**config.mk**
```make
export PLATFORM = sky130hd
export DESIGN_NAME = module_power_on_off_sequencer
export DESIGN_NICKNAME = d
export VERILOG_FILES = /design/src/hw/pwr_seq_pkg.sv /design/src/hw/module_power_on_off_sequencer.sv /design/src/hw/pin_sync.sv
export SDC_FILE = /design/constraint.sdc
export NUM_CORES = 1
export LEC_CHECK = 0
export ABC_AREA = 0
export BUFFER_PORTS_ARGS = -buffer_cell sky130_fd_sc_hd__buf_2
export CELL_PAD_IN_SITES_DETAIL_PLACEMENT = 0
export CELL_PAD_IN_SITES_GLOBAL_PLACEMENT = 2
export CORE_ASPECT_RATIO = 1.75
export CORE_UTILIZATION = 42
export DETAILED_ROUTE_END_ITERATION = 10
export GPL_TIMING_DRIVEN = 0
export PLACE_DENSITY = 0.88
export SYNTH_ARGS = -nofsm -noshare
export SYNTH_HDL_FRONTEND = slang
export SYNTH_SLANG_ARGS = --single-unit
```
**constraint.sdc**
```tcl
create_clock -name CLK -period 8.2 [get_ports CLK]
set_clock_uncertainty 0.1 [all_clocks]
set_input_delay 0.82 -clock CLK [delete_from_list [all_inputs] [get_ports CLK]]
set_output_delay 0.82 -clock CLK [all_outputs]
set_load 0.05 [all_outputs]
```
**src/hw/pwr_seq_pkg.sv**
```systemverilog
// Package of timing constants and states for the module power sequencer
package pwr_seq_pkg;

    localparam int unsigned CLK_MHZ         = 125;
    // Times in milliseconds, as documented
    localparam int unsigned KEY_ON_MS       = 1000;
    localparam int unsigned KEY_OFF_MS      = 2500;
    localparam int unsigned EOFF_MS         = 200;
    localparam int unsigned OPERATIONAL_MS  = 20000;
    localparam int unsigned MONITOR_TYP_MS  = 21000;
    localparam int unsigned READY_TYP_MS    = 28000;
    localparam int unsigned FINALIZE_TYP_MS = 10000;
    // Cycles per millisecond at the core clock
    localparam int unsigned CYC_PER_MS      = CLK_MHZ * 1000;

    typedef enum logic [2:0] {
        ST_OFF      = 3'b000,
        ST_KEY_ON   = 3'b001,
        ST_BOOT     = 3'b010,
        ST_ACTIVE   = 3'b011,
        ST_DETACH   = 3'b100,
        ST_FINALIZE = 3'b101
    } state_e;

endpackage

```
**src/hw/module_power_on_off_sequencer.sv**
```systemverilog
// Device-side power-on and shutdown sequencer for a cellular module
// Overview of operation
// - Boot runs after turn-on; operational no earlier than 20 s after key.
// - Firmware-ready goes high only when fully powered and accepting commands.
// - Power-monitor rises once all pads and interfaces are configured.
// - Typically power-monitor at 21 s and firmware-ready at 28 s.
// - Key tied low permanently: power-on starts one key-on hold (1 s) after supply appears.
// - Shutdown command enters finalization; at its end both outputs drop.
// - Key low beyond 2.5 s enters finalization; outputs drop afterwards.
// - Both orderly shutdowns send a network detach request first.
module module_power_on_off_sequencer #(
    parameter int unsigned KEY_ON_CYC   = pwr_seq_pkg::KEY_ON_MS * pwr_seq_pkg::CYC_PER_MS,
    parameter int unsigned KEY_OFF_CYC  = pwr_seq_pkg::KEY_OFF_MS * pwr_seq_pkg::CYC_PER_MS,
    parameter int unsigned EOFF_CYC     = pwr_seq_pkg::EOFF_MS * pwr_seq_pkg::CYC_PER_MS,
    parameter int unsigned MONITOR_CYC  = pwr_seq_pkg::MONITOR_TYP_MS * pwr_seq_pkg::CYC_PER_MS,
    parameter int unsigned READY_CYC    = pwr_seq_pkg::READY_TYP_MS * pwr_seq_pkg::CYC_PER_MS,
    parameter int unsigned FINAL_CYC    = pwr_seq_pkg::FINALIZE_TYP_MS * pwr_seq_pkg::CYC_PER_MS
) (
    input  wire logic CLK,
    input  wire logic RSTN,
    input  wire logic POWER_KEY_N,
    input  wire logic EMERGENCY_OFF_N,
    input  wire logic BATTERY_SUPPLY,
    input  wire logic SHUTDOWN_COMMAND,
    input  wire logic DETACH_DONE,
    output logic      DETACH_REQUEST,
    output logic      AUX_SUPPLY_OUT,
    output logic      POWER_MONITOR,
    output logic      FIRMWARE_READY
);
    // ------------------------------------------------------------
    // State
    // ------------------------------------------------------------
    typedef struct packed {
        pwr_seq_pkg::state_e state;
        logic [31:0]         key_cnt;
        logic [31:0]         eoff_cnt;
        logic [31:0]         tmr;
        logic                key_off_armed;
        logic                eoff_armed;
        logic                detach;
        logic                aux;
        logic                mon;
        logic                rdy;
    } seq_s;

    seq_s s_q;
    seq_s s_d;
    logic key_low;
    logic eoff_low;
    logic key_n_s;
    logic eoff_n_s;
    logic batt_s;

    pin_sync #(.RESET_VAL(1'b1)) u_key_sync (
        .clk   (CLK),
        .rstn  (RSTN),
        .pin   (POWER_KEY_N),
        .level (key_n_s)
    );

    pin_sync #(.RESET_VAL(1'b1)) u_eoff_sync (
        .clk   (CLK),
        .rstn  (RSTN),
        .pin   (EMERGENCY_OFF_N),
        .level (eoff_n_s)
    );

    pin_sync #(.RESET_VAL(1'b0)) u_batt_sync (
        .clk   (CLK),
        .rstn  (RSTN),
        .pin   (BATTERY_SUPPLY),
        .level (batt_s)
    );

    assign key_low  = !key_n_s;
    assign eoff_low = !eoff_n_s;

    // ------------------------------------------------------------
    // Sequencer
    // ------------------------------------------------------------
    always_comb
    begin
        s_d = s_q;
        // Low-time counters saturate so a stuck-low key never wraps
        if (key_low && s_q.key_cnt != 32'hFFFFFFFF)
        begin
            s_d.key_cnt = s_q.key_cnt + 32'h1;
        end
        else if (!key_low)
        begin
            s_d.key_cnt = 32'h0;
        end
        if (eoff_low && s_q.eoff_cnt != 32'hFFFFFFFF)
        begin
            s_d.eoff_cnt = s_q.eoff_cnt + 32'h1;
        end
        else if (!eoff_low)
        begin
            s_d.eoff_cnt = 32'h0;
        end
        if (eoff_low && s_q.eoff_cnt + 32'h1 >= EOFF_CYC)
        begin
            s_d.eoff_armed = 1'b1;
        end
        if (s_q.tmr != 32'hFFFFFFFF)
        begin
            s_d.tmr = s_q.tmr + 32'h1;
        end

        case (s_q.state)
            pwr_seq_pkg::ST_OFF:
            begin
                s_d.aux = 1'b0;
                s_d.mon = 1'b0;
                s_d.rdy = 1'b0;
                // Held key counts from its first low edge; a grounded key counts from supply-on and boots after the same hold
                if (batt_s && key_low && s_q.key_cnt + 32'h1 >= KEY_ON_CYC)
                begin
                    s_d.state = pwr_seq_pkg::ST_KEY_ON;
                end
            end
            pwr_seq_pkg::ST_KEY_ON:
            begin
                // Boot starts in the first key-on cycle, whether or not the key is released
                if (!key_low || !s_q.key_off_armed)
                begin
                    s_d.state = pwr_seq_pkg::ST_BOOT;
                    s_d.tmr   = 32'h0;
                    s_d.aux   = 1'b1;
                end
            end
            pwr_seq_pkg::ST_BOOT:
            begin
                if (s_q.tmr + 32'h1 >= MONITOR_CYC)
                begin
                    s_d.mon = 1'b1;
                end
                if (s_q.tmr + 32'h1 >= READY_CYC)
                begin
                    s_d.rdy   = 1'b1;
                    s_d.state = pwr_seq_pkg::ST_ACTIVE;
                end
            end
            pwr_seq_pkg::ST_ACTIVE:
            begin
                if (SHUTDOWN_COMMAND || (key_low && s_q.key_cnt + 32'h1 > KEY_OFF_CYC))
                begin
                    s_d.state  = pwr_seq_pkg::ST_DETACH;
                    s_d.detach = 1'b1;
                end
            end
            pwr_seq_pkg::ST_DETACH:
            begin
                if (DETACH_DONE)
                begin
                    s_d.detach = 1'b0;
                    s_d.tmr    = 32'h0;
                    s_d.state  = pwr_seq_pkg::ST_FINALIZE;
                end
            end
            pwr_seq_pkg::ST_FINALIZE:
            begin
                if (s_q.tmr + 32'h1 >= FINAL_CYC)
                begin
                    s_d.mon   = 1'b0;
                    s_d.rdy   = 1'b0;
                    s_d.aux   = 1'b0;
                    s_d.state = pwr_seq_pkg::ST_OFF;
                end
            end
            default:
            begin
                s_d.state = pwr_seq_pkg::ST_OFF;
            end
        endcase

        // Grounded key must not re-trigger shutdown after boot
        if (s_q.state == pwr_seq_pkg::ST_OFF)
        begin
            s_d.key_off_armed = 1'b0;
        end
        else if (!key_low)
        begin
            s_d.key_off_armed = 1'b1;
        end
        if (s_d.state == pwr_seq_pkg::ST_ACTIVE && !s_q.key_off_armed && key_low)
        begin
            s_d.key_cnt = 32'h0;
        end

        // Emergency-off and loss of supply override everything; no detach
        if (s_q.eoff_armed && !eoff_low || !batt_s)
        begin
            s_d = '0;
            s_d.state = pwr_seq_pkg::ST_OFF;
        end
    end

    always_ff @(posedge CLK)
    begin
        if (!RSTN)
        begin
            s_q <= '0;
        end
        else
        begin
            s_q <= s_d;
        end
    end

    assign DETACH_REQUEST = s_q.detach;
    assign AUX_SUPPLY_OUT = s_q.aux;
    assign POWER_MONITOR  = s_q.mon;
    assign FIRMWARE_READY = s_q.rdy;

    // ------------------------------------------------------------
    // Checks
    // ------------------------------------------------------------
    ready_after_mon_a : assert property (@(posedge CLK) disable iff (!RSTN)
        FIRMWARE_READY |-> POWER_MONITOR) else $error("ready without monitor");

    ready_only_active_a : assert property (@(posedge CLK) disable iff (!RSTN)
        FIRMWARE_READY |-> s_q.state == pwr_seq_pkg::ST_ACTIVE || s_q.state == pwr_seq_pkg::ST_DETACH
        || s_q.state == pwr_seq_pkg::ST_FINALIZE) else $error("ready outside active");

    ready_not_early_a : assert property (@(posedge CLK) disable iff (!RSTN)
        $rose(FIRMWARE_READY) |-> $past(s_q.tmr) + 32'h1 >= READY_CYC) else $error("ready too early");

    mon_rise_time_a : assert property (@(posedge CLK) disable iff (!RSTN)
        $rose(POWER_MONITOR) |-> $past(s_q.tmr) + 32'h1 == MONITOR_CYC) else $error("monitor rise time");

    detach_first_a : assert property (@(posedge CLK) disable iff (!RSTN)
        (s_q.state == pwr_seq_pkg::ST_ACTIVE ##1 s_q.state == pwr_seq_pkg::ST_DETACH) |-> DETACH_REQUEST)
        else $error("no detach request");

    cmd_shutdown_a : assert property (@(posedge CLK) disable iff (!RSTN)
        (s_q.state == pwr_seq_pkg::ST_ACTIVE && SHUTDOWN_COMMAND && !s_d.eoff_armed && batt_s
        && !(s_q.eoff_armed && !eoff_low)) |=> s_q.state == pwr_seq_pkg::ST_DETACH)
        else $error("command not taken");

    final_drop_a : assert property (@(posedge CLK) disable iff (!RSTN)
        (s_q.state == pwr_seq_pkg::ST_FINALIZE ##1 s_q.state == pwr_seq_pkg::ST_OFF)
        |-> !POWER_MONITOR && !FIRMWARE_READY) else $error("outputs stay high");

    eoff_kill_a : assert property (@(posedge CLK) disable iff (!RSTN)
        (s_q.eoff_armed && !eoff_low) |=> !POWER_MONITOR && !FIRMWARE_READY && !AUX_SUPPLY_OUT)
        else $error("emergency off ignored");

    boot_from_key_a : assert property (@(posedge CLK) disable iff (!RSTN)
        (s_q.state == pwr_seq_pkg::ST_OFF ##1 s_q.state == pwr_seq_pkg::ST_KEY_ON)
        |-> $past(s_q.key_cnt) + 32'h1 >= KEY_ON_CYC) else $error("short key booted");
endmodule // module_power_on_off_sequencer

```
**src/hw/pin_sync.sv**
```systemverilog
// Three-stage pin synchroniser with second/third stage agreement
module pin_sync #(
    parameter logic RESET_VAL = 1'b1
) (
    input  wire logic clk,
    input  wire logic rstn,
    input  wire logic pin,
    output logic      level
);
    typedef struct packed {
        logic [2:0] sh;
        logic       lvl;
    } sync_s;

    sync_s s_q;
    sync_s s_d;

    always_comb
    begin
        s_d     = s_q;
        s_d.sh  = {s_q.sh[1:0], pin};
        // Stage 0 feeds only stage 1; decision uses stages 1 and 2
        if (s_q.sh[1] == s_q.sh[2])
        begin
            s_d.lvl = s_q.sh[2];
        end
    end

    always_ff @(posedge clk)
    begin
        if (!rstn)
        begin
            s_q <= '{sh: {3{RESET_VAL}}, lvl: RESET_VAL};
        end
        else
        begin
            s_q <= s_d;
        end
    end

    assign level = s_q.lvl;
endmodule // pin_sync

```
=== Word-level counts from Yosys, hierarchy flattened ===
Index checks and enable logic that the tools add are counted.

* Latch bits: 0
* Output and inout port bits: 4
* Memories: 0
* RAM bits: 0
* Word-level logic and storage cells: 97
* Bits in read-only memories: 0
* Register bits: 117

* Multiplexer cells: 24
* $add $sub $neg: 3
* Bitwise gates (word level): 1
* Equality and inequality tests: 18
* $mul: 0
* Shift operators: 0
* Divide/modulo/power cells: 0
* Reductions and logical operators: 29
* Order comparisons: 6

{| class="wikitable"
|+ Operators by type and width
! operator !! number
|-
| $mux W32 || 7
|-
| $add A32 B1 Y32 const B || 3
|-
| $ne A32 B32 Y1 const B || 3
|-
| $ge A32 B32 Y1 const B || 2
|-
| $pmux W32 S2 || 1
|-
| $ge A32 B25 Y1 const B || 1
|-
| $ge A32 B27 Y1 const B || 1
|-
| $ge A32 B31 Y1 const B || 1
|-
| $gt A32 B29 Y1 const B || 1
|-
| $mux W3 || 7
|-
| $pmux W3 S6 || 1
|-
| $ne A2 B2 Y1 const B || 6
|-
| $reduce_and A3 Y1 || 4
|-
| $eq A3 B2 Y1 const B || 3
|-
| $logic_and A1 B1 Y1 || 9
|-
| $eq A3 B3 Y1 const B || 2
|-
| $pmux W2 S3 || 1
|-
| $reduce_bool A2 Y1 || 3
|-
| $reduce_bool A3 Y1 || 2
|-
| $reduce_or A3 Y1 || 2
|-
| $mux W1 || 5
|-
| $logic_not A1 Y1 || 4
|-
| $eq A1 B1 Y1 || 3
|-
| $eq A3 B1 Y1 const B || 1
|-
| other kinds (6) || 8
|}

=== Longest topological paths before layout ===
* Word-level depth: 10
* Gate-level depth with buffers: 14
* Mapped depth without buffers: 11

=== Modules after synthesis ===
From an unflattened synthesis, not the netlist that was laid out.

* Cells, all modules: 982
* Area, all modules: 7578.5 µm²

{| class="wikitable"
|+ Modules (own cells, without submodules)
! module !! area an instance (µm²) !! seq. area each (µm²) !! instances !! cells an instance
|-
| module_power_on_off_sequencer || 7236.9 || 2102.0 || 1 || 952
|-
| pin_sync at u_eoff_sync ... || 112.6 || 80.1 || 2 || 10
|-
| pin_sync at u_batt_sync || 116.4 || 80.1 || 1 || 10
|}

=== Least setup slack after synthesis ===
No wires, ideal clock.

* Kind: reg2reg
* From: reg s_q[79] (netlist bit)
* To: reg s_q[77] (netlist bit)
* Slack: 4980 ps
* Path buffers: 4
* Stages on the path, launching flop included: 15
* Period minus slack after synthesis: 3220 ps
* Required time: 7964 ps
* Arrival time: 2984 ps
* Setup time: 136 ps
* Cells stage by stage: dfxtp_1 > buf_6 > and4_4 > buf_6 > and4_4 > buf_6 > or4b_4 > a22oi_4 > nand4_1 > nor4_1 > a211oi_2 > or3_4 > a21oi_4 > buf_6 > nor3_2

* Cells in the longest elaborated chain, start to end: 10
* Elaborated cells on any way between the ends: 17

{| class="wikitable"
|+ Ends and longest elaborated chain
! what !! line !! source
|-
| start: declaration || module_power_on_off_sequencer.sv:47 || <nowiki>seq_s s_q;</nowiki>
|-
| start signal: assignment || module_power_on_off_sequencer.sv:204 || <nowiki>s_q <= '0;</nowiki>
|-
| start signal: assignment || module_power_on_off_sequencer.sv:208 || <nowiki>s_q <= s_d;</nowiki>
|-
| $add A32 B1 Y32 || module_power_on_off_sequencer.sv:118, module_power_on_off_sequencer.sv:147 ||
|-
| $gt A32 B29 Y1 || module_power_on_off_sequencer.sv:147 || <nowiki>if (SHUTDOWN_COMMAND || (key_low && s_q.key_cnt + 32'h1 > KEY_OFF_CYC))</nowiki>
|-
| $logic_and A1 B1 Y1 || module_power_on_off_sequencer.sv:147 ||
|-
| $logic_or A1 B1 Y1 || module_power_on_off_sequencer.sv:147 ||
|-
| $mux W3 || module_power_on_off_sequencer.sv:147 ||
|-
| $pmux W3 S6 || module_power_on_off_sequencer.sv:111 || <nowiki>case (s_q.state)</nowiki>
|-
| $eq A3 B2 Y1 || module_power_on_off_sequencer.sv:187 || <nowiki>if (s_d.state == pwr_seq_pkg::ST_ACTIVE && !s_q.key_off_armed && key_low)</nowiki>
|-
| $logic_and A1 B1 Y1 (2 in a row) || module_power_on_off_sequencer.sv:187 ||
|-
| $reduce_or A3 Y1 (no source line) || - ||
|}

Several ways; a longest one is shown, not always the timed one.
A chain may end at the register's enable or synchronous reset.

=== Final worst setup path ===
* From: reg s_q[17] (netlist bit)
* To: reg s_q, in the netlist POWER_MONITOR

* Cells in the longest elaborated chain, start to end: 4
* Elaborated cells on any way between the ends: 6

{| class="wikitable"
|+ Ends and longest elaborated chain
! what !! line
|-
| $add A32 B1 Y32 (*) || module_power_on_off_sequencer.sv:135, module_power_on_off_sequencer.sv:164
|-
| $ge A32 B32 Y1 or $ge A32 B31 Y1 (tied branches) || module_power_on_off_sequencer.sv:135, module_power_on_off_sequencer.sv:164
|-
| $ne A2 B2 Y1 (no source line) || -
|-
| $reduce_and A3 Y1 (no source line) (*) || -
|}

Mark *: on every way between the ends. The rest lies on a longest branch, timed or not.

==> results by stage <==
Worst setup path:
- Among the stages of the critical path, the cell type that occurs most often is sky130_fd_sc_hd__nand4_1.
- The setup check on the worst reg-to-reg path leaves a slack of roughly 4000 ps.
- Counting both buffers and inverters, the worst setup path holds a total of 1.
- The worst register-to-register path begins at s_q[17].
- In this design, the largest share of critical-path delay is due to simple AND/OR/NAND/NOR gates.
- The launching element of the worst setup path is s_q[17].
- The logic depth of the worst register-to-register path is 11.
- In this run the worst setup path terminates at POWER_MONITOR.
- The signal on the critical path passes through nand4_1, nor4_1, nand4_1, clkbuf_1, nor3_1, xnor2_1, and2_1, o41ai_1, a211oi_1, o31a_1, o221a_2.
- Among all stages on the critical path, the largest delay is contributed by sky130_fd_sc_hd__nor4_1.
- The largest single stage delay on the critical path is 770 ps.
- In this run the critical register-to-register path is captured at POWER_MONITOR.
- The critical path arrival is between 4000 and 5000 ps.
- At the worst endpoint, the required time is approximately 8500 ps.
- The worst setup path is of the reg2reg kind.
- The kind of launch point of the worst setup path is a flip-flop.
- In this run the number of cells on the critical path is 11.
- The maximum fanout count along the critical path is 10.
- The worst setup path is captured at a flip-flop.

Synth:
- The total standard cell area after synthesis is approximately 7500 um2.
- By area the synthesized netlist is led by sky130_fd_sc_hd__dfxtp_1, sky130_fd_sc_hd__xnor2_1, sky130_fd_sc_hd__a21oi_1.
- The adder and majority cell fraction of the synthesized area is 0.006668.
- The warning count from the yosys run is 0.
- The synthesized-area fraction occupied by ao, oa, aoi and oai cells is 0.2127.
- Counting flops with an async set or reset pin after synthesis yields a share of 0.
- The portion of synthesized area spent on multiplexers is 0.008001.
- After synthesis, the largest family of logic cells by area is simple AND/OR/NAND/NOR gates.
- The gate count of the mapped netlist is between 900 and 1000.
- The top cell type by total area after synthesis is sky130_fd_sc_hd__dfxtp_1.
- By count the netlist is led by sky130_fd_sc_hd__dfxtp_1, sky130_fd_sc_hd__a21oi_1, sky130_fd_sc_hd__nand2_1.
- The most used flip-flop cell after synthesis is sky130_fd_sc_hd__dfxtp_1.
- The xor and xnor area share after synthesis is 0.1130.
- The share of the Yosys chip area taken by registers is 0.3121.
- The most frequent cell after synthesis is sky130_fd_sc_hd__dfxtp_1.
- A synthesized cell averages ~8.1 um2.
- Synthesis inferred between 100 and 150 register bits.
- Synthesis produced a netlist with a net count of roughly 940.
- Yosys mapped a number of flops with a built-in enable equal to 0.
- The count of different cell masters after synthesis is roughly 80.
- The post-synthesis share of cell area spent on and, or, nand and nor gates is 0.2925.
- The area share of the largest cell type after synthesis is 0.3121.

Cells and area:
- After filler insertion, the fill cell instance count of the layout stands at about 1800.
- Of the cells placed in the final design, the portion with a size suffix greater than 1 is 0.1260.
- The area occupied by multi-input gates is 4751 um2.
- The number of nets in the final layout is 966.
- The area growth from synthesis to layout is 12.82%.
- Across the whole layout, storage elements account for between 2000 and 2500 um2.
- Leaving out filler cells and counting taps, the final layout contains roughly 1200.
- The number of antenna diodes is 0.
- At the end of the flow the core is filled with cells to 0.4851.
- The post-route cell area is ~8500 um2.

Pwr:
- The switching power of the nets is roughly 300 uW.
- The cell leakage power is 2.690 nW.
- The share of total power in combinational logic is 0.003.
- The worst supply voltage drop on vdd is 0.1184 mV.
- The total power is approximately 1.4 mW.
- The proportion of total power due to net switching is 0.2183.
- Of the total power, registers draw 0.417.
- The internal power of the cells is about 1.1 mW.
- The cell area power density is ~160 nW/um2.
- Of the total power, the clock network draws 0.580.

Placed design:
- During placement, the flow inserted port buffers numbering 10.
- The detailed placement HPWL is 16210 um.
- The placed instances occupy a cell area of about 8000 um2.
- Including well taps, the total number of placed cells is between 1000 and 1500.
- The minimum setup slack after placement is ~4000 ps.
- Routability-driven placement finished with a final weighted congestion of about 0.87.

Routing:
- After detailed routing, the average wire length per cell comes to between 15 and 20 um.
- The via count normalized by instance count is ~5.7.
- The DRC violation count after routing is 0.
- The count of antenna-violating nets left after detailed routing is 0.
- For this block, the via count after detailed routing is roughly 7000.
- The first routing iteration left approximately 210 violations.
- For this run, the detailed router's first-pass iteration total came to 4.
- For this block, the routed nets add up to 21460 um of wire.

Clock tree:
- After clock tree synthesis, the repair step resized 0 gates.
- The latest clock arrival within the worst-skew pair is between 400 and 500 ps.
- The post-CTS clock slew at the launch and capture registers of the worst setup and hold paths is around 60 ps.
- The number of buffers created by CTS is 17.
- The hold-fix buffer count after cts is 0.
- The tree built by TritonCTS fans out to 117 sinks.
- TritonCTS built the clock tree.
- The tree is rooted in a sky130_fd_sc_hd__clkbuf_16.
- After clock tree synthesis, the setup repair step added 0 buffers.
- The clock passes through at most 2 buffers.
- The H-tree generated during clock tree synthesis spans 4 levels.

Floorplanning:
- After floorplanning, the core was sized to cover about 17000 um2.
- In this run the core area contains 64 standard-cell rows.
- The die outline area is ~18000 um2.
- In this run the count of I/O pins placed on the die edge is 11.
- For this configuration, the core starts out at a cell density of 0.4300.
- The die is around 100 um wide.
- The vertical die dimension is roughly 180 um.

Hold path:
- The worst hold path belongs to the class reg2reg.

Global route:
- The number of antenna violations at the first check in global routing came to 0.
- Global routing finished with a remaining overflow of 0.
- The first global-routing pass estimated approximately 35000 um of wire.
- The via count of the first global-routing pass was 6903.
- The total routing resource utilization after global routing is 0.2476.
- The largest net degree at the start of global routing is 17.

Timing:
- The number of pins exceeding their max-slew limit in the final report is 0.
- The sum of negative setup slack is 0 ps.
- The final count of hold timing violations is 0.
- The clock period minus final worst setup slack is approximately 4200 ps.
- The worst slew slack as a fraction of its limit is 0.2688.
- Across all hold checks on the routed design, the worst slack comes to between 300 and 400 ps.
- Once routing completed, OpenROAD measured the worst setup slack at approximately 4000 ps.
- Setup violations remaining at the end of the flow were counted as 0.
- Setup repair after global routing left no endpoint under its margin.
- The transition time of the tightest slew-check pin is about 1100 ps.
- Dividing the final minimum period by the clock period gives 0.5145.
- Derived from the worst setup path, the maximum achievable clock frequency is 237.0 MHz.

Run status:
- The run finished with clean final reports.

Flow run:
- The count of max-cap constraint violations is 0.
==> area by class of cell <==
class                   count  share of cell area
clock inverters            13             0.02009
multi-input cells         722              0.5610
plain buffers              69             0.04078
clock buffers              19             0.05349
flip-flops and latches    117              0.2766
inverters                  18            0.007979
repair buffers             10            0.005910
well taps                 231             0.03413
==> power groups by stage <==
| stage | Combinational (mW) | Sequential, mW | Clock, mW |
|---|---|---|---|
| detailed placement | 0.00458 | 0.584 | 0 |
| global route | 0.00502 | 0.571 | 0.836 |
| finish | 0.00440 | 0.571 | 0.793 |
| floorplan | 0.00204 | 0.583 | 0 |
| CTS | 0.00461 | 0.571 | 0.809 |
| global placement | 0.00445 | 0.584 | 0 |
==> registers in the layout, summed over array words and instances (netlist names) <==
signal / cells
u_eoff_sync.s_q: 1
u_key_sync.level: 1
FIRMWARE_READY: 1
u_key_sync.s_q: 1
u_eoff_sync.level: 1
u_batt_sync.s_q: 1
AUX_SUPPLY_OUT: 1
DETACH_REQUEST: 1
u_batt_sync.level: 1
u_eoff_sync.s_d: 2
u_batt_sync.s_d: 2
POWER_MONITOR: 1
u_key_sync.s_d: 2
s_q: 101
==> routing by layer <==
layer | track usage | share of wire | wire (um)
met1 | 0.2403 | 0.38 | 8050
met2 | 0.4847 | 0.56 | 12120
met3 | 0.04055 | 0.019 | 413
met4 | 0.1256 | 0.041 | 870
met5 | 0 | 0 | 0
==> worst min path at each step <==
stage                             startpoint            endpoint  slack, ps  cells past startpoint
final                     u_eoff_sync.s_d[2]  u_eoff_sync.s_d[3]        310                      1
after global routing      u_eoff_sync.s_d[2]  u_eoff_sync.s_d[3]        320                      1
after CTS                 u_eoff_sync.s_d[2]  u_eoff_sync.s_d[3]        320                      1
after detailed placement   u_key_sync.s_d[2]   u_key_sync.s_d[3]        290                      1
after global placement    u_eoff_sync.s_d[2]  u_eoff_sync.s_d[3]        290                      1
after floorplan           u_eoff_sync.s_d[2]  u_eoff_sync.s_d[3]        290                      1
==> layout by cell type (no fill, tap or decap), types with 14 or more instances in the layout <==
| cell | count |
|---|---|
| sky130_fd_sc_hd__buf_2 | 18 |
| sky130_fd_sc_hd__a31oi_1 | 14 |
| sky130_fd_sc_hd__nand3_1 | 48 |
| sky130_fd_sc_hd__nor3_1 | 30 |
| sky130_fd_sc_hd__xnor2_1 | 55 |
| sky130_fd_sc_hd__inv_1 | 18 |
| sky130_fd_sc_hd__o21ai_0 | 32 |
| sky130_fd_sc_hd__and3_1 | 23 |
| sky130_fd_sc_hd__clkbuf_16 | 17 |
| sky130_fd_sc_hd__a211oi_2 | 24 |
| sky130_fd_sc_hd__nand4_1 | 31 |
| sky130_fd_sc_hd__xor2_1 | 40 |
| sky130_fd_sc_hd__nand2_1 | 76 |
| sky130_fd_sc_hd__clkbuf_1 | 47 |
| sky130_fd_sc_hd__nor4_1 | 17 |
| sky130_fd_sc_hd__nor2_1 | 65 |
| sky130_fd_sc_hd__a21oi_1 | 82 |
| sky130_fd_sc_hd__dfxtp_1 | 117 |
==> kinds of logic after synthesis <==
family                   Yosys count
multiplexers                       6
adder cells (fa/ha/maj)            4
AO/OA/AOI/OAI                    226
flip-flops                       117
AND/OR/NAND/NOR                  390
buffers and inverters             87
XOR/XNOR                          96
(Power assumes the default switching activity.)
